### src/design/ctp_pkg.sv
package ctp_pkg;
  // register byte offsets
  localparam logic [7:0] OFF_SCER = 8'h00;
  localparam logic [7:0] OFF_SCDR = 8'h04;
  localparam logic [7:0] OFF_SCSR = 8'h08;
  localparam logic [7:0] OFF_PCER = 8'h10;
  localparam logic [7:0] OFF_PCDR = 8'h14;
  localparam logic [7:0] OFF_PCSR = 8'h18;
  localparam logic [7:0] OFF_MOR = 8'h20;
  localparam logic [7:0] OFF_PLL1 = 8'h28;
  localparam logic [7:0] OFF_PLL2 = 8'h2C;
  localparam logic [7:0] OFF_MCKR = 8'h30;
  localparam logic [7:0] OFF_PCK0 = 8'h40;
  localparam logic [7:0] OFF_PCK1 = 8'h44;
  localparam logic [7:0] OFF_IER = 8'h60;
  localparam logic [7:0] OFF_IDR = 8'h64;
  localparam logic [7:0] OFF_SR = 8'h68;
  localparam logic [7:0] OFF_IMR = 8'h6C;
  // oscillator register fields
  localparam int MOR_EN_BIT = 0;
  localparam int MOR_CNT_LSB = 8;
  localparam int MOR_CNT_W = 8;
  // pll register fields
  localparam int PLL_DIV_LSB = 0;
  localparam int PLL_DIV_W = 8;
  localparam int PLL_CNT_LSB = 8;
  localparam int PLL_CNT_W = 6;
  localparam int PLL_RNG_LSB = 14;
  localparam int PLL_RNG_W = 2;
  localparam int PLL_MUL_LSB = 16;
  localparam int PLL1_MUL_W = 8;
  localparam int PLL2_MUL_W = 11;
  localparam int USB_DIV_LSB = 28;
  localparam int USB_DIV_W = 2;
  // master and programmable clock fields
  localparam int SEL_LSB = 0;
  localparam int SEL_W = 2;
  localparam int P2DIV_LSB = 2;
  localparam int P2DIV_W = 3;
  localparam int RATIO_LSB = 8;
  localparam int RATIO_W = 2;
  localparam int HALVE_BIT = 12;
  localparam int MCK_OPT_BIT = 8;
  localparam int FACT_W = 7;
  // status and system clock bits
  localparam int SR_OSC = 0;
  localparam int SR_LOCK1 = 1;
  localparam int SR_LOCK2 = 2;
  localparam int SR_MRDY = 3;
  localparam int SR_PCKRDY_LSB = 8;
  localparam int SC_PCK_LSB = 8;
  // clock source codes
  localparam logic [1:0] SRC_SLOW = 2'h0;
  localparam logic [1:0] SRC_MAIN = 2'h1;
  localparam logic [1:0] SRC_PLL1 = 2'h2;
  localparam logic [1:0] SRC_PLL2 = 2'h3;
  // reset values and settling counts in slow clock cycles
  localparam logic [PLL_CNT_W-1:0] PLL_CNT_RST = 6'h3F;
  localparam logic [3:0] MCK_SWITCH_TICKS = 4'h4;
  localparam logic [3:0] PCK_SETTLE_TICKS = 4'h2;
  localparam logic [2:0] RATIO_THREE = 3'h3;
  localparam logic [1:0] RATIO_CODE_THREE = 2'h3;
  localparam logic [FACT_W-1:0] FACT_ONE = 7'h01;
endpackage

### src/design/ctp_clock_tree.sv
// Local design decisions: the Avalon-MM register port and the register offsets.
`timescale 1ns/1ps
module ctp_clock_tree
  import ctp_pkg::*;
#(
  parameter int N_PERIPH = 19,
  parameter int N_PCK = 2
)(
  // clock and reset
  input wire logic sys_clk_i,
  input wire logic rst_i,
  // slow clock pin, used as a timebase
  input wire logic slow_clk_i,
  // avalon-mm slave
  input wire logic [7:0] avs_address_i,
  input wire logic avs_read_i,
  input wire logic avs_write_i,
  input wire logic [31:0] avs_writedata_i,
  input wire logic [3:0] avs_byteenable_i,
  output logic [31:0] avs_readdata_o,
  output logic avs_waitrequest_o,
  // oscillator and plls
  output logic osc_enable_o,
  output logic pll1_on_o,
  output logic [PLL1_MUL_W-1:0] pll1_mul_o,
  output logic [PLL_DIV_W-1:0] pll1_div_o,
  output logic [PLL_RNG_W-1:0] pll1_range_o,
  output logic pll2_on_o,
  output logic [PLL2_MUL_W-1:0] pll2_mul_o,
  output logic [PLL_DIV_W-1:0] pll2_div_o,
  output logic [PLL_RNG_W-1:0] pll2_range_o,
  output logic [2:0] usb_div_factor_o,
  // master clock
  output logic [1:0] master_src_o,
  output logic [FACT_W-1:0] master_presc_o,
  output logic [2:0] master_ratio_o,
  output logic [1:0] pll1_halve_factor_o,
  // programmable and peripheral clocks
  output logic [N_PCK-1:0] prog_clk_en_o,
  output logic [3*N_PCK-1:0] prog_src_o,
  output logic [FACT_W*N_PCK-1:0] prog_presc_o,
  output logic [N_PERIPH-1:0] periph_clk_en_o,
  // interrupt
  output logic irq_o
);

  localparam int SR_W = SR_PCKRDY_LSB + N_PCK;

  ////////////////////////////////////////////////////////////////////////////
  // slow clock synchroniser and tick
  logic slck_meta_reg, slck_sync_reg, slck_last_reg, slow_tick;
  always_ff @(posedge sys_clk_i)
  begin
    slck_meta_reg <= slow_clk_i;
    slck_sync_reg <= slck_meta_reg;
    slck_last_reg <= slck_sync_reg;
  end
  assign slow_tick = slck_sync_reg & ~slck_last_reg;

  ////////////////////////////////////////////////////////////////////////////
  // bus handshake: one wait state per access
  logic ack_reg, wr_fire, rd_first;
  logic [31:0] wmask, cur_word, merged, rdata_reg;
  assign avs_waitrequest_o = (avs_read_i | avs_write_i) & ~ack_reg;
  assign wr_fire = avs_write_i & ack_reg;
  assign rd_first = avs_read_i & ~ack_reg;
  assign wmask = {{8{avs_byteenable_i[3]}}, {8{avs_byteenable_i[2]}},
                  {8{avs_byteenable_i[1]}}, {8{avs_byteenable_i[0]}}};
  assign merged = (cur_word & ~wmask) | (avs_writedata_i & wmask);
  assign avs_readdata_o = rdata_reg;
  always_ff @(posedge sys_clk_i)
  begin
    if (rst_i)
    begin
      ack_reg <= 1'b0;
      rdata_reg <= '0;
    end
    else
    begin
      ack_reg <= (avs_read_i | avs_write_i) & ~ack_reg;
      if (rd_first)
        rdata_reg <= cur_word;
    end
  end

  logic wr_scer, wr_scdr, wr_pcer, wr_pcdr, wr_mor, wr_pll1, wr_pll2;
  logic wr_mckr, wr_ier, wr_idr;
  logic [N_PCK-1:0] wr_pck;
  logic [31:0] wset;
  assign wset = avs_writedata_i & wmask;
  assign wr_scer = wr_fire & (avs_address_i == OFF_SCER);
  assign wr_scdr = wr_fire & (avs_address_i == OFF_SCDR);
  assign wr_pcer = wr_fire & (avs_address_i == OFF_PCER);
  assign wr_pcdr = wr_fire & (avs_address_i == OFF_PCDR);
  assign wr_mor = wr_fire & (avs_address_i == OFF_MOR);
  assign wr_pll1 = wr_fire & (avs_address_i == OFF_PLL1);
  assign wr_pll2 = wr_fire & (avs_address_i == OFF_PLL2);
  assign wr_mckr = wr_fire & (avs_address_i == OFF_MCKR);
  assign wr_ier = wr_fire & (avs_address_i == OFF_IER);
  assign wr_idr = wr_fire & (avs_address_i == OFF_IDR);
  assign wr_pck[0] = wr_fire & (avs_address_i == OFF_PCK0);
  assign wr_pck[1] = wr_fire & (avs_address_i == OFF_PCK1);

  ////////////////////////////////////////////////////////////////////////////
  // main oscillator
  logic osc_en_reg, osc_stable_reg, osc_boot_reg, osc_expire;
  logic [MOR_CNT_W-1:0] osc_cnt_reg;
  ctp_tick_timer #(.W(MOR_CNT_W)) u_osc_timer (
    .sys_clk_i(sys_clk_i), .rst_i(rst_i),
    .start_i(osc_boot_reg | (wr_mor & merged[MOR_EN_BIT])),
    .load_i(wr_mor ? merged[MOR_CNT_LSB +: MOR_CNT_W] : osc_cnt_reg),
    .tick_i(slow_tick), .expire_o(osc_expire));
  always_ff @(posedge sys_clk_i)
  begin
    if (rst_i)
    begin
      osc_en_reg <= 1'b1;
      osc_cnt_reg <= '0;
      osc_boot_reg <= 1'b1;
      osc_stable_reg <= 1'b0;
    end
    else
    begin
      osc_boot_reg <= 1'b0;
      if (wr_mor)
      begin
        osc_en_reg <= merged[MOR_EN_BIT];
        osc_cnt_reg <= merged[MOR_CNT_LSB +: MOR_CNT_W];
      end
      if (wr_mor & ~merged[MOR_EN_BIT])
        osc_stable_reg <= 1'b0;
      else if (osc_expire & osc_en_reg)
        osc_stable_reg <= 1'b1;
    end
  end
  assign osc_enable_o = osc_en_reg;

  ////////////////////////////////////////////////////////////////////////////
  // two plls: register fields, lock timers and lock flags
  logic [PLL1_MUL_W-1:0] pll1_mul_reg;
  logic [PLL2_MUL_W-1:0] pll2_mul_reg;
  logic [PLL_DIV_W-1:0] pll1_div_reg, pll2_div_reg;
  logic [PLL_CNT_W-1:0] pll1_cnt_reg, pll2_cnt_reg;
  logic [PLL_RNG_W-1:0] pll1_rng_reg, pll2_rng_reg;
  logic [USB_DIV_W-1:0] usb_div_reg;
  logic lock1_reg, lock2_reg, pll1_expire, pll2_expire, pll1_chg, pll2_chg;
  logic lock1_set;
  assign pll1_on_o = (pll1_mul_reg != '0) & (pll1_div_reg != '0);
  assign pll2_on_o = (pll2_mul_reg != '0) & (pll2_div_reg != '0);
  assign pll1_chg = wr_pll1 &
    ((merged[PLL_MUL_LSB +: PLL1_MUL_W] != pll1_mul_reg) |
     (merged[PLL_DIV_LSB +: PLL_DIV_W] != pll1_div_reg));
  assign pll2_chg = wr_pll2 &
    ((merged[PLL_MUL_LSB +: PLL2_MUL_W] != pll2_mul_reg) |
     (merged[PLL_DIV_LSB +: PLL_DIV_W] != pll2_div_reg));
  assign lock1_set = pll1_expire & pll1_on_o & ~lock1_reg;
  ctp_tick_timer #(.W(PLL_CNT_W)) u_pll1_timer (
    .sys_clk_i(sys_clk_i), .rst_i(rst_i), .start_i(wr_pll1),
    .load_i(merged[PLL_CNT_LSB +: PLL_CNT_W]),
    .tick_i(slow_tick), .expire_o(pll1_expire));
  ctp_tick_timer #(.W(PLL_CNT_W)) u_pll2_timer (
    .sys_clk_i(sys_clk_i), .rst_i(rst_i), .start_i(wr_pll2),
    .load_i(merged[PLL_CNT_LSB +: PLL_CNT_W]),
    .tick_i(slow_tick), .expire_o(pll2_expire));
  always_ff @(posedge sys_clk_i)
  begin
    if (rst_i)
    begin
      pll1_mul_reg <= '0;
      pll1_div_reg <= '0;
      pll1_cnt_reg <= PLL_CNT_RST;
      pll1_rng_reg <= '0;
    end
    else if (wr_pll1)
    begin
      pll1_mul_reg <= merged[PLL_MUL_LSB +: PLL1_MUL_W];
      pll1_div_reg <= merged[PLL_DIV_LSB +: PLL_DIV_W];
      pll1_cnt_reg <= merged[PLL_CNT_LSB +: PLL_CNT_W];
      pll1_rng_reg <= merged[PLL_RNG_LSB +: PLL_RNG_W];
    end
  end
  always_ff @(posedge sys_clk_i)
  begin
    if (rst_i)
    begin
      pll2_mul_reg <= '0;
      pll2_div_reg <= '0;
      pll2_cnt_reg <= PLL_CNT_RST;
      pll2_rng_reg <= '0;
      usb_div_reg <= '0;
    end
    else if (wr_pll2)
    begin
      pll2_mul_reg <= merged[PLL_MUL_LSB +: PLL2_MUL_W];
      pll2_div_reg <= merged[PLL_DIV_LSB +: PLL_DIV_W];
      pll2_cnt_reg <= merged[PLL_CNT_LSB +: PLL_CNT_W];
      pll2_rng_reg <= merged[PLL_RNG_LSB +: PLL_RNG_W];
      usb_div_reg <= merged[USB_DIV_LSB +: USB_DIV_W];
    end
  end
  always_ff @(posedge sys_clk_i)
  begin
    if (rst_i | pll1_chg | ~pll1_on_o)
      lock1_reg <= 1'b0;
    else if (pll1_expire)
      lock1_reg <= 1'b1;
  end
  always_ff @(posedge sys_clk_i)
  begin
    if (rst_i | pll2_chg | ~pll2_on_o)
      lock2_reg <= 1'b0;
    else if (pll2_expire)
      lock2_reg <= 1'b1;
  end
  assign pll1_mul_o = pll1_mul_reg;
  assign pll1_div_o = pll1_div_reg;
  assign pll1_range_o = pll1_rng_reg;
  assign pll2_mul_o = pll2_mul_reg;
  assign pll2_div_o = pll2_div_reg;
  assign pll2_range_o = pll2_rng_reg;
  assign usb_div_factor_o = usb_div_reg[1] ? 3'h4 : (usb_div_reg[0] ? 3'h2
                            : 3'h1);

  ////////////////////////////////////////////////////////////////////////////
  // master clock selection, prescaler and ready flag
  logic [1:0] sel_reg, ratio_reg;
  logic [P2DIV_W-1:0] p2div_reg;
  logic halve_reg, mck_rdy_reg, mck_chg, mck_fallback, mck_expire;
  assign mck_chg = wr_mckr &
    ((merged[SEL_LSB +: SEL_W] != sel_reg) |
     (merged[P2DIV_LSB +: P2DIV_W] != p2div_reg));
  assign mck_fallback = (sel_reg == SRC_PLL1) & ~lock1_reg;
  ctp_tick_timer #(.W(4)) u_mck_timer (
    .sys_clk_i(sys_clk_i), .rst_i(rst_i),
    .start_i(mck_chg | (lock1_set & (sel_reg == SRC_PLL1))),
    .load_i(MCK_SWITCH_TICKS), .tick_i(slow_tick), .expire_o(mck_expire));
  always_ff @(posedge sys_clk_i)
  begin
    if (rst_i)
    begin
      sel_reg <= SRC_MAIN;
      p2div_reg <= '0;
      ratio_reg <= '0;
      halve_reg <= 1'b0;
    end
    else if (wr_mckr)
    begin
      sel_reg <= merged[SEL_LSB +: SEL_W];
      p2div_reg <= merged[P2DIV_LSB +: P2DIV_W];
      ratio_reg <= merged[RATIO_LSB +: RATIO_W];
      halve_reg <= merged[HALVE_BIT];
    end
  end
  always_ff @(posedge sys_clk_i)
  begin
    if (rst_i)
      mck_rdy_reg <= 1'b1;
    else if (mck_chg | mck_fallback)
      mck_rdy_reg <= 1'b0;
    else if (mck_expire)
      mck_rdy_reg <= 1'b1;
  end
  assign master_src_o = mck_fallback ? SRC_MAIN : sel_reg;
  assign master_presc_o = FACT_W'(FACT_ONE << p2div_reg);
  assign master_ratio_o = (ratio_reg == RATIO_CODE_THREE) ? RATIO_THREE
                          : 3'(3'h1 << ratio_reg);
  assign pll1_halve_factor_o = halve_reg ? 2'h2 : 2'h1;

  ////////////////////////////////////////////////////////////////////////////
  // programmable clocks
  logic [N_PCK-1:0] pck_en_reg, pck_rdy_reg;
  genvar gi;
  generate
    for (gi = 0; gi < N_PCK; gi++)
    begin : g_pck
      logic [2:0] src_reg;
      logic [P2DIV_W-1:0] p2div_p_reg;
      logic en_set, en_clr, restart, expire;
      assign en_set = wr_scer & wset[SC_PCK_LSB + gi];
      assign en_clr = wr_scdr & wset[SC_PCK_LSB + gi];
      assign restart = (en_set & ~pck_en_reg[gi]) |
                       (wr_pck[gi] & pck_en_reg[gi]);
      ctp_tick_timer #(.W(4)) u_pck_timer (
        .sys_clk_i(sys_clk_i), .rst_i(rst_i), .start_i(restart),
        .load_i(PCK_SETTLE_TICKS), .tick_i(slow_tick), .expire_o(expire));
      always_ff @(posedge sys_clk_i)
      begin
        if (rst_i)
        begin
          src_reg <= {1'b0, SRC_SLOW};
          p2div_p_reg <= '0;
        end
        else if (wr_pck[gi])
        begin
          src_reg <= {merged[MCK_OPT_BIT], merged[SEL_LSB +: SEL_W]};
          p2div_p_reg <= merged[P2DIV_LSB +: P2DIV_W];
        end
      end
      always_ff @(posedge sys_clk_i)
      begin
        if (rst_i | en_clr)
          pck_en_reg[gi] <= 1'b0;
        else if (en_set)
          pck_en_reg[gi] <= 1'b1;
      end
      always_ff @(posedge sys_clk_i)
      begin
        if (rst_i | en_clr | restart)
          pck_rdy_reg[gi] <= 1'b0;
        else if (expire & pck_en_reg[gi])
          pck_rdy_reg[gi] <= 1'b1;
      end
      assign prog_src_o[3*gi +: 3] = src_reg;
      assign prog_presc_o[FACT_W*gi +: FACT_W] =
        FACT_W'(FACT_ONE << p2div_p_reg);
    end
  endgenerate
  assign prog_clk_en_o = pck_en_reg;

  ////////////////////////////////////////////////////////////////////////////
  // peripheral clocks, status and interrupt mask
  logic [N_PERIPH-1:0] periph_en_reg;
  logic [SR_W-1:0] sr_bits, imr_reg;
  always_ff @(posedge sys_clk_i)
  begin
    if (rst_i)
      periph_en_reg <= '0;
    else if (wr_pcer | wr_pcdr)
      periph_en_reg <= wr_pcer ? (periph_en_reg | wset[N_PERIPH-1:0])
                       : (periph_en_reg & ~wset[N_PERIPH-1:0]);
  end
  assign periph_clk_en_o = periph_en_reg;
  assign sr_bits = {pck_rdy_reg, {(SR_PCKRDY_LSB - SR_MRDY - 1){1'b0}},
                    mck_rdy_reg, lock2_reg, lock1_reg, osc_stable_reg};
  always_ff @(posedge sys_clk_i)
  begin
    if (rst_i)
      imr_reg <= '0;
    else if (wr_ier | wr_idr)
      imr_reg <= wr_ier ? (imr_reg | wset[SR_W-1:0])
                 : (imr_reg & ~wset[SR_W-1:0]);
  end
  assign irq_o = |(sr_bits & imr_reg);

  ////////////////////////////////////////////////////////////////////////////
  // read data selection; unmapped offsets read zero
  assign cur_word =
    (avs_address_i == OFF_SCSR) ? 32'(pck_en_reg) << SC_PCK_LSB :
    (avs_address_i == OFF_PCSR) ? 32'(periph_en_reg) :
    (avs_address_i == OFF_MOR) ? (32'(osc_cnt_reg) << MOR_CNT_LSB) |
      (32'(osc_en_reg) << MOR_EN_BIT) :
    (avs_address_i == OFF_PLL1) ? (32'(pll1_mul_reg) << PLL_MUL_LSB) |
      (32'(pll1_rng_reg) << PLL_RNG_LSB) | (32'(pll1_cnt_reg) << PLL_CNT_LSB)
      | (32'(pll1_div_reg) << PLL_DIV_LSB) :
    (avs_address_i == OFF_PLL2) ? (32'(usb_div_reg) << USB_DIV_LSB) |
      (32'(pll2_mul_reg) << PLL_MUL_LSB) | (32'(pll2_rng_reg) << PLL_RNG_LSB)
      | (32'(pll2_cnt_reg) << PLL_CNT_LSB) | (32'(pll2_div_reg) << PLL_DIV_LSB) :
    (avs_address_i == OFF_MCKR) ? (32'(halve_reg) << HALVE_BIT) |
      (32'(ratio_reg) << RATIO_LSB) | (32'(p2div_reg) << P2DIV_LSB) |
      (32'(sel_reg) << SEL_LSB) :
    (avs_address_i == OFF_PCK0) ? (32'(g_pck[0].src_reg[2]) << MCK_OPT_BIT) |
      (32'(g_pck[0].p2div_p_reg) << P2DIV_LSB) |
      (32'(g_pck[0].src_reg[1:0]) << SEL_LSB) :
    (avs_address_i == OFF_PCK1) ? (32'(g_pck[1].src_reg[2]) << MCK_OPT_BIT) |
      (32'(g_pck[1].p2div_p_reg) << P2DIV_LSB) |
      (32'(g_pck[1].src_reg[1:0]) << SEL_LSB) :
    (avs_address_i == OFF_SR) ? 32'(sr_bits) :
    (avs_address_i == OFF_IMR) ? 32'(imr_reg) : '0;
endmodule // ctp_clock_tree

////////////////////////////////////////////////////////////////////////////
// slow tick countdown: expires on the tick after load reaches zero
module ctp_tick_timer #(
  parameter int W = 8
)(
  input wire logic sys_clk_i,
  input wire logic rst_i,
  input wire logic start_i,
  input wire logic [W-1:0] load_i,
  input wire logic tick_i,
  output logic expire_o
);
  logic [W-1:0] cnt_reg;
  logic busy_reg;
  assign expire_o = busy_reg & tick_i & (cnt_reg == '0) & ~start_i;
  always_ff @(posedge sys_clk_i)
  begin
    if (rst_i)
    begin
      cnt_reg <= '0;
      busy_reg <= 1'b0;
    end
    else if (start_i)
    begin
      cnt_reg <= load_i;
      busy_reg <= 1'b1;
    end
    else if (busy_reg & tick_i)
    begin
      if (cnt_reg == '0)
        busy_reg <= 1'b0;
      else
        cnt_reg <= cnt_reg - 1'b1;
    end
  end
endmodule // ctp_tick_timer

### config.mk
export PLATFORM = sky130hd
export DESIGN_NAME = ctp_clock_tree
export DESIGN_NICKNAME = d
export VERILOG_FILES = /design/src/design/ctp_pkg.sv /design/src/design/ctp_clock_tree.sv
export SDC_FILE = /design/constraint.sdc
export NUM_CORES = 1
export LEC_CHECK = 0
export BUFFER_PORTS_ARGS = -buffer_cell sky130_fd_sc_hd__buf_2
export CORE_MARGIN = 1.5
export CORE_UTILIZATION = 25
export DETAILED_ROUTE_END_ITERATION = 6
export SYNTH_ARGS = -nofsm -noshare
export SYNTH_HDL_FRONTEND = slang
export SYNTH_SLANG_ARGS = --single-unit
export TNS_END_PERCENT = 50
### constraint.sdc
create_clock -name sys_clk_i -period 7.9 [get_ports sys_clk_i]
set_input_delay 0.395 -clock sys_clk_i [delete_from_list [all_inputs] [get_ports sys_clk_i]]
set_output_delay 0.395 -clock sys_clk_i [all_outputs]
set_load 0.01 [all_outputs]
==> results of run 1 <==
==> cells by family after synthesis <==
logic type      count (synthesis)  synth area share, %
other cells                     1               0.0350
mux                            44                 4.25
xor+xnor                       54                 4.41
simple gates                  581                 26.0
compound gates                353                 22.3
buf+inv                       151                 6.02
fa+ha+maj                      12                 1.40
flops                         191                 35.7
==> layer usage <==
layer | part of all wire [%] | up-vias | wire length, um
li1 | - | 5129 | -
met1 | 47 | 5172 | 19100
met2 | 42 | 511 | 17000
met3 | 9.0 | 42 | 3660
met4 | 1.7 | 2 | 698
met5 | 0.042 | - | 17
==> synthesized netlist by cell type, types with 15 or more instances <==
cell type | instances | area, um^2
a311oi_1 | 28 | 245
xnor2_1 | 32 | 280
nor3_1 | 38 | 190
nor2_1 | 199 | 747
a21oi_1 | 140 | 701
nor4_1 | 15 | 93.8
nand2_1 | 168 | 631
clkbuf_1 | 80 | 300
inv_1 | 35 | 131
buf_2 | 18 | 90.1
xor2_1 | 22 | 193
o21ai_0 | 27 | 135
nor2b_1 | 17 | 106
mux2i_1 | 32 | 320
a211oi_1 | 33 | 248
nand3_1 | 49 | 245
a22oi_1 | 16 | 120
dfxtp_1 | 191 | 3820
==> critical path, delay by kind of cell <==
kind | cells | cell delay, ns
AO/OA/AOI/OAI | 6 | 1.67
buffers and inverters | 2 | 1.15
AND/OR/NAND/NOR | 2 | 0.56
==> path summary, 6_finish.rpt <==
kind                                 from                      to  slack, ns  cells past startpoint
setup reg to reg  u_pll1_timer.cnt_reg[0]               lock1_reg       4.88                      9
hold / removal                 slow_clk_i           slck_meta_reg       0.06                      1
hold reg to reg             slck_meta_reg           slck_sync_reg       0.34                      0
setup / recovery         avs_address_i[2]  u_mck_timer.cnt_reg[2]       4.39                     10
==> report_power, final <==
group	switching [W]	internal (W)
clock	0.000413	0.000458
sequential	0.00000625	0.000971
combinational	0.000130	0.0000544
total	0.000550	0.00148
==> through the flow <==
step           worst slack [ns]  utilization (%)
2_1_floorplan              5.20                -
3_3_place_gp               3.96             28.3
3_5_place_dp               3.96             28.3
4_1_cts                    4.46             29.7
5_1_grt                    4.25             29.7
6_report                   4.39             29.7
==> final cells by class <==
| cell class | count | area [um^2] | share of cell area (%) |
|---|---|---|---|
| inverter | 36 | 135 | 1.08 |
| timing repair buffer | 190 | 992 | 7.94 |
| tap | 539 | 674 | 5.40 |
| multi-input combinational | 1047 | 6300 | 50.5 |
| clock buffer | 22 | 464 | 3.72 |
| clock inverter | 9 | 101 | 0.811 |
| sequential | 191 | 3820 | 30.6 |
==> impl_metrics.tcl, run 1 <==
set metrics [dict create \
    status "finished clean" \
    drc 0 \
    min_path_type "in2reg" \
    worst_ep_arrival_time_ns 3.81 \
    ys_types 92 \
    area_delta_synth_final_pct 16.6 \
    required_ns 8.21 \
    setup-tns-final_ns 0 \
    critPathMaxStageDelay_ns 0.78 \
    final_common_cell "nor2_1" \
    cts_buffer_depth 2 \
    drt-initial-drc-count 1168 \
    ys.flop_type "dfxtp_1" \
    grt_util_met3_pct 4.14 \
    ant_nets 0 \
    final_cells 2034 \
    crit_path_start_kind "primary input" \
    grtUsageMet2_pct 27.0 \
    critPathKind "in2reg" \
    cts_resized 0 \
    post_cts_buffers 0 \
    placed_cells 2003 \
    ios 183 \
    drive_above_1_share_pct 17.7 \
    dpl_cell_area_um2 11900 \
    grt_pass1_wl_um 62100 \
    gp_congestion 0.929 \
    clk_pin_slew_ns 0.07 \
    max_slew.worst_pin.slew_ns 1.19 \
    seq_area_frac_synth_pct 35.7 \
    antenna_cells 0 \
    p_leak_nw 4.78 \
    grt_use_total_pct 18.2 \
    irDropWorstVdd_mv 0.162 \
    synth_warnings 0 \
    clock_tree.root_cell "clkbuf_16" \
    cts.sinks 191 \
    maxSlewHeadroom_pct 20.2 \
    hold_ws_ns 0.0556 \
    portBuffers 176 \
    vias 10900 \
    synth_cells 1387 \
    period_minus_slack_ns 3.51 \
    place_hpwl_um 29500 \
    die-width_um 210 \
    final_hold_viol_count 0 \
    overflow 0 \
    crit_fanout 57 \
    dieArea_um2 44100 \
    grt_start_max_net_pins 95 \
    fill_cells 4515 \
    nNetsFinal 1544 \
    layout_common_cells "198 x nor2_1, 191 x dfxtp_1, 175 x buf_2" \
    holdBufCountCts 0 \
    grt.busiest_layer "met2" \
    core_area_um2 42100 \
    max_freq_mhz 285 \
    ys_async_sr_fraction_pct 0 \
    fin_area_um2 12500 \
    finalSetupViolCount 0 \
    drt-total-wl_um 40500 \
    power_density_nw_per_um2 163 \
    clock_latency_ns 0.45 \
    cts_tree "built" \
    use_met1_pct 26.4 \
    finalMaxSlewViolations 0 \
    vias_per_cell 5.34 \
    grt_pass1_vias 9973 \
    crit_chain "buf_2 > buf_4 > a21o_1 > o2111a_1 > o32ai_4 > or3b_1 > a2111oi_0 > nand3_1 > o21ai_2 > a21oi_1" \
    antenna_found_initial 1 \
    cp_slowest_cell "a2111oi_0" \
    cts_buffers 17 \
    rsz0062_at_grt "false" \
    ys_ff_latch 191 \
    synth_edf_count 0 \
    min_period_over_period_pct 44.4 \
    row_count 75 \
    synth.avg_cell_area_um2 7.73 \
    h-tree-depth 4 \
    max_cap_viol_count 0 \
    fin_skew_ns 0.0102 \
    fp.dieH_um 210 \
    synth_area_um2 10700 \
    power.total_w 0.00203 \
    firstDrtPassIters 6 \
    cp-end-kind "register" \
    wl_per_cell_um 19.9 \
    initial_utilization_pct 25.4 \
]
Power figures use the tool's default switching activity.
==> inputs of run 2 (changes only) <==
==> constraint.sdc (replaced) <==
create_clock -name sys_clk_i -period 3.3 [get_ports sys_clk_i]
set_input_delay 0.165 -clock sys_clk_i [delete_from_list [all_inputs] [get_ports sys_clk_i]]
set_output_delay 0.165 -clock sys_clk_i [all_outputs]
set_load 0.01 [all_outputs]
==> run 2 against run 1 <==
Net effect:
- combinational power rose to 2.6 times the previous value
- clock power rose to 2.5 times the previous value
- hold slack got worse by 0.046 ns
- largest cell class unchanged
- critical endpoint is now lock2_reg
==> impl_metrics.tcl, run 2 (same netlist as run 1, synthesis figures left out) <==
set metrics [dict create \
    crit_fanout 7 \
    drt-initial-drc-count 964 \
    ant_nets 0 \
    drive_above_1_share_pct 20.0 \
    p_leak_nw 5.09 \
    row_count 75 \
    grt_use_total_pct 18.7 \
    cts_tree "built" \
    power_density_nw_per_um2 386 \
    placed_cells 2051 \
    crit_path_start_kind "register" \
    nNetsFinal 1604 \
    gp_congestion 0.973 \
    p_sw_share_pct 26.3 \
    grt_pass1_vias 10400 \
    finalSetupViolCount 0 \
    fin_skew_ns 0.0208 \
    cts_buffers 17 \
    min_period_over_period_pct 83.5 \
    fp.dieH_um 210 \
    layout_common_cells "199 x nor2_1, 191 x dfxtp_1, 175 x buf_2" \
    combPwrFrac_pct 9.6 \
    min_path_type "in2reg" \
    final_common_cell "nor2_1" \
    portBuffers 176 \
    setup-tns-final_ns 0 \
    max_freq_mhz 363 \
    irDropWorstVdd_mv 0.392 \
    area_delta_synth_final_pct 21.6 \
    wl_met2_um 17700 \
    clock_latency_ns 0.46 \
    die-width_um 210 \
    maxSlewHeadroom_pct 39.7 \
    vias_per_cell 5.33 \
    cts_buffer_depth 2 \
    routedLengthMet1_um 19500 \
    place_hpwl_um 31100 \
    drt-total-wl_um 41900 \
    critPathKind "reg2reg" \
    highest_layer "met5" \
    wl_per_cell_um 20.0 \
    clock_tree.root_cell "clkbuf_16" \
    worst_ep_arrival_time_ns 3.14 \
    ios 183 \
    cts.sinks 191 \
    sequentialPowerShare_pct 46.5 \
    required_ns 3.69 \
    drc 0 \
    status "finished clean" \
    p_sw_w 0.00132 \
    overflow 0 \
    initial_utilization_pct 25.4 \
    internal-power_w 0.00371 \
    period_minus_slack_ns 2.76 \
    firstDrtPassIters 6 \
    fin_util_pct 30.9 \
    grt_pass1_wl_um 63300 \
    power_frac_clock_pct 43.8 \
    cp-end-kind "register" \
    max_cap_viol_count 0 \
    grt_start_max_net_pins 109 \
    finalMaxSlewViolations 0 \
    core_area_um2 42100 \
    wl_met3_um 3870 \
    antenna_found_initial 2 \
    h-tree-depth 4 \
    final_hold_viol_count 0 \
    dieArea_um2 44100 \
    vias 11200 \
    clk_pin_slew_ns 0.09 \
    rsz0062_at_grt "false" \
    max_slew.worst_pin.slew_ns 0.905 \
    final_cells 2095 \
]
run 2: cell count changes in the layout (fill, tap and decap cells not counted), moves of 2 or more:
cell and change:
buf_4 +45, bufinv_16 +2, buf_12 +3, clkinv_2 +2, dlygate4sd3_1 +12
run 2: critical path, stage by stage (launching register included):
cell,delay (ns)
dfxtp_1,0.41
a2111oi_0,0.49
buf_4,0.21
nor3_1,0.04
a21oi_1,0.32
nand3_1,0.13
a2111oi_0,0.68
buf_4,0.22
nand4_1,0.08
o21ai_1,0.11
run 2: path summary, 6_finish.rpt:
| path | from | endpoint | slack (ns) | cells after the start |
|---|---|---|---|---|
| worst max-delay path | pll1_div_o[3] | lock2_reg | 0.54 | 9 |
| worst min-delay path | avs_writedata_i[1] | register | 0.009 | 2 |
| worst max register to register | pll1_div_o[3] | lock2_reg | 0.54 | 9 |
| worst min register to register | slck_meta_reg | slck_sync_reg | 0.33 | 0 |
run 2: power groups by stage:
stage               clock network (W)  logic, W  registers, W
floorplan                           0  0.000274       0.00240
global placement                    0  0.000461       0.00239
detailed placement                  0  0.000464       0.00240
CTS                           0.00223  0.000477       0.00234
global route                  0.00232  0.000519       0.00234
finish                        0.00221  0.000486       0.00234
run 2: stage by stage:
stage               area (um^2)  hold slack (ns)  setup WS (ns)  power, W
finish                    13000          0.00927          0.543   0.00504
global placement          12300            0.271          0.167   0.00286
CTS                       13000          0.00368          0.649   0.00505
global route              13000           0.0121          0.373   0.00519
floorplan                 10700            0.193          0.799   0.00267
detailed placement        12300            0.273          0.236   0.00286
run 2: layout make-up:
| cell class | instances | area, um^2 |
|---|---|---|
| well taps | 539 | 674 |
| inverters | 36 | 135 |
| diodes | 1 | 2.50 |
| fillers | 4491 | 29100 |
| flip-flops and latches | 191 | 3820 |
| clock inverters | 11 | 154 |
| multi-input cells | 1047 | 6290 |
| repair buffers | 250 | 1510 |
| clock buffers | 20 | 447 |
run 2: timing repair:
action | 4_1_cts | 5_1_grt
resized for setup | 0 | 0
hold buffers | 12 | 0
setup buffers | 0 | 0
endpoints found under the hold margin | 12 | 0
run 2: per-layer routing:
layer  vias to the layer above  global-route usage [%]
met5                         -                       0
met4                         2                    5.18
met3                        59                    4.81
met2                       520                    28.0
met1                      5333                    26.5
li1                       5251                       -
==> inputs of run 3 (changes only) <==
==> constraint.sdc (replaced) <==
create_clock -name sys_clk_i -period 2.4 [get_ports sys_clk_i]
set_input_delay 0.12 -clock sys_clk_i [delete_from_list [all_inputs] [get_ports sys_clk_i]]
set_output_delay 0.12 -clock sys_clk_i [all_outputs]
set_load 0.01 [all_outputs]
==> run 3 against run 2 <==
Net effect:
- fmax up 16%
- cell count up 9.1%
- critical path depth unchanged
- cell area up 13%
- clock-buffer cell count down 3
- sequential share of layout area down 3.3 points
- combinational power up 68%
- die area unchanged
- register-to-register slack worse by 0.51 ns
- routed wire length up 8.1%
- critical endpoint is now mck_rdy_reg
- highest routed layer is now met4
==> impl_metrics.tcl, run 3 (same netlist as run 1, synthesis figures left out) <==
set metrics [dict create \
    highest_layer "met4" \
    power.total_w 0.00701 \
    cts_tree "built" \
    overflow 0 \
    dieArea_um2 44100 \
    reg2reg_depth 9 \
    ant_nets 0 \
    placed_cells 2231 \
    antenna_found_initial 0 \
    fin_skew_ns 0.0196 \
    initial_utilization_pct 25.4 \
    min_path_type "in2reg" \
    die-width_um 210 \
    cts_buffer_depth 2 \
    hold_ws_ns 0.0236 \
    nNetsFinal 1794 \
    fp.dieH_um 210 \
    setup-tns-final_ns 0 \
    finalMaxSlewViolations 0 \
    vias_per_cell 5.21 \
    clk_pin_slew_ns 0.08 \
    wl_met2_um 20000 \
    firstDrtPassIters 5 \
    finalSetupViolCount 0 \
    cts_buffers 17 \
    max_cap_viol_count 0 \
    final_common_cell "buf_4" \
    final_hold_viol_count 0 \
    drt-initial-drc-count 1053 \
    place_hpwl_um 34900 \
    required_ns 2.80 \
    cp-end-kind "register" \
    wl_per_cell_um 19.8 \
    final_cells 2285 \
    p_leak_nw 6.07 \
    maxSlewHeadroom_pct 33.4 \
    ios 183 \
    max_freq_mhz 422 \
    routedLengthMet1_um 21000 \
    dpl_cell_area_um2 13700 \
    crit_path_start_kind "register" \
    grt_start_max_net_pins 66 \
    grt_pass1_vias 11200 \
    vias 11900 \
    cts.sinks 191 \
    period_minus_slack_ns 2.37 \
    cp_slowest_cell "o32a_1" \
    grt_use_total_pct 20.3 \
    grt_pass1_wl_um 68400 \
    cp_num_cells 9 \
    worst_hold_path.num_cells 3 \
    area_delta_synth_final_pct 37.3 \
    min_period_over_period_pct 98.7 \
    path_delay_family "compound AO/OA/AOI/OAI gates" \
    clock_latency_ns 0.47 \
    fin_area_um2 14700 \
    row_count 75 \
    power_density_nw_per_um2 477 \
    irDropWorstVdd_mv 0.439 \
    antenna_cells 0 \
    drc 0 \
    crit_buf_inv 2 \
    gp_congestion 0.956 \
    critPathMaxStageDelay_ns 0.37 \
    core_area_um2 42100 \
    status "finished clean" \
    rsz0062_at_grt "true" \
    crit_chain "o32a_1 > o32ai_4 > buf_6 > o22ai_4 > a2111oi_4 > buf_4 > nand3_4 > o21ai_4 > a31o_2" \
    drive_above_1_share_pct 29.4 \
    h-tree-depth 4 \
    worst_ep_arrival_time_ns 2.76 \
    critPathKind "reg2reg" \
    layout_common_cells "232 x buf_4, 198 x nor2_1, 187 x dfxtp_1" \
    clock_tree.root_cell "clkbuf_16" \
    portBuffers 176 \
    max_slew.worst_pin.slew_ns 0.989 \
    wl_met3_um 3370 \
    crit_fanout 6 \
    drt-total-wl_um 45300 \
]
[run 3: worst reg2reg max path: stages (launching register included)]
cell,delay (ns)
dfxtp_2,0.34
o32a_1,0.37
o32ai_4,0.34
buf_6,0.16
o22ai_4,0.07
a2111oi_4,0.35
buf_4,0.18
nand3_4,0.08
o21ai_4,0.26
a31o_2,0.19
[run 3: final timing paths]
path | from | endpoint | slack [ns]
setup reg to reg | sel_reg[0] | mck_rdy_reg | 0.03
hold / removal | avs_byteenable_i[3] | pll2_mul_o[10] | 0.02
hold reg to reg | slck_meta_reg | slck_sync_reg | 0.33
setup / recovery | sel_reg[0] | mck_rdy_reg | 0.03
[run 3: area by class of cell]
class	count	area, um^2
clock buffer	17	425
clock inverter	15	185
fill	4438	27400
inverter	36	135
multi-input combinational	1047	6420
sequential	191	3830
tap	539	674
timing repair buffer	440	3040
[run 3: per-layer routing]
layer  up-vias  GRT usage, %
met5         -             0
met4         0          5.33
met3        57          3.92
met2       514          32.0
met1      5693          28.2
li1       5630             -
[run 3: report_power, final]
part | internal [W] | total (W) | switching (W)
Combinational | 0.000336 | 0.000816 | 0.000480
Clock | 0.00142 | 0.00298 | 0.00156
Sequential | 0.00320 | 0.00322 | 0.0000216
Total | 0.00495 | 0.00701 | 0.00207
[run 3: metrics by stage]
step           util (%)  worst slack, ns
2_1_floorplan         -          -0.0224
3_3_place_gp       32.6           -0.397
3_5_place_dp       32.6           -0.444
4_1_cts            34.7          0.00636
5_1_grt            34.9          -0.0825
6_report           34.9           0.0314
[run 3: timing repair]
item	CTS	global route
resized for setup	12	16
pin swaps	2	14
endpoints found under the hold margin	24	0
endpoints found under the setup margin	15	15
setup buffers	0	0
hold buffers	22	0
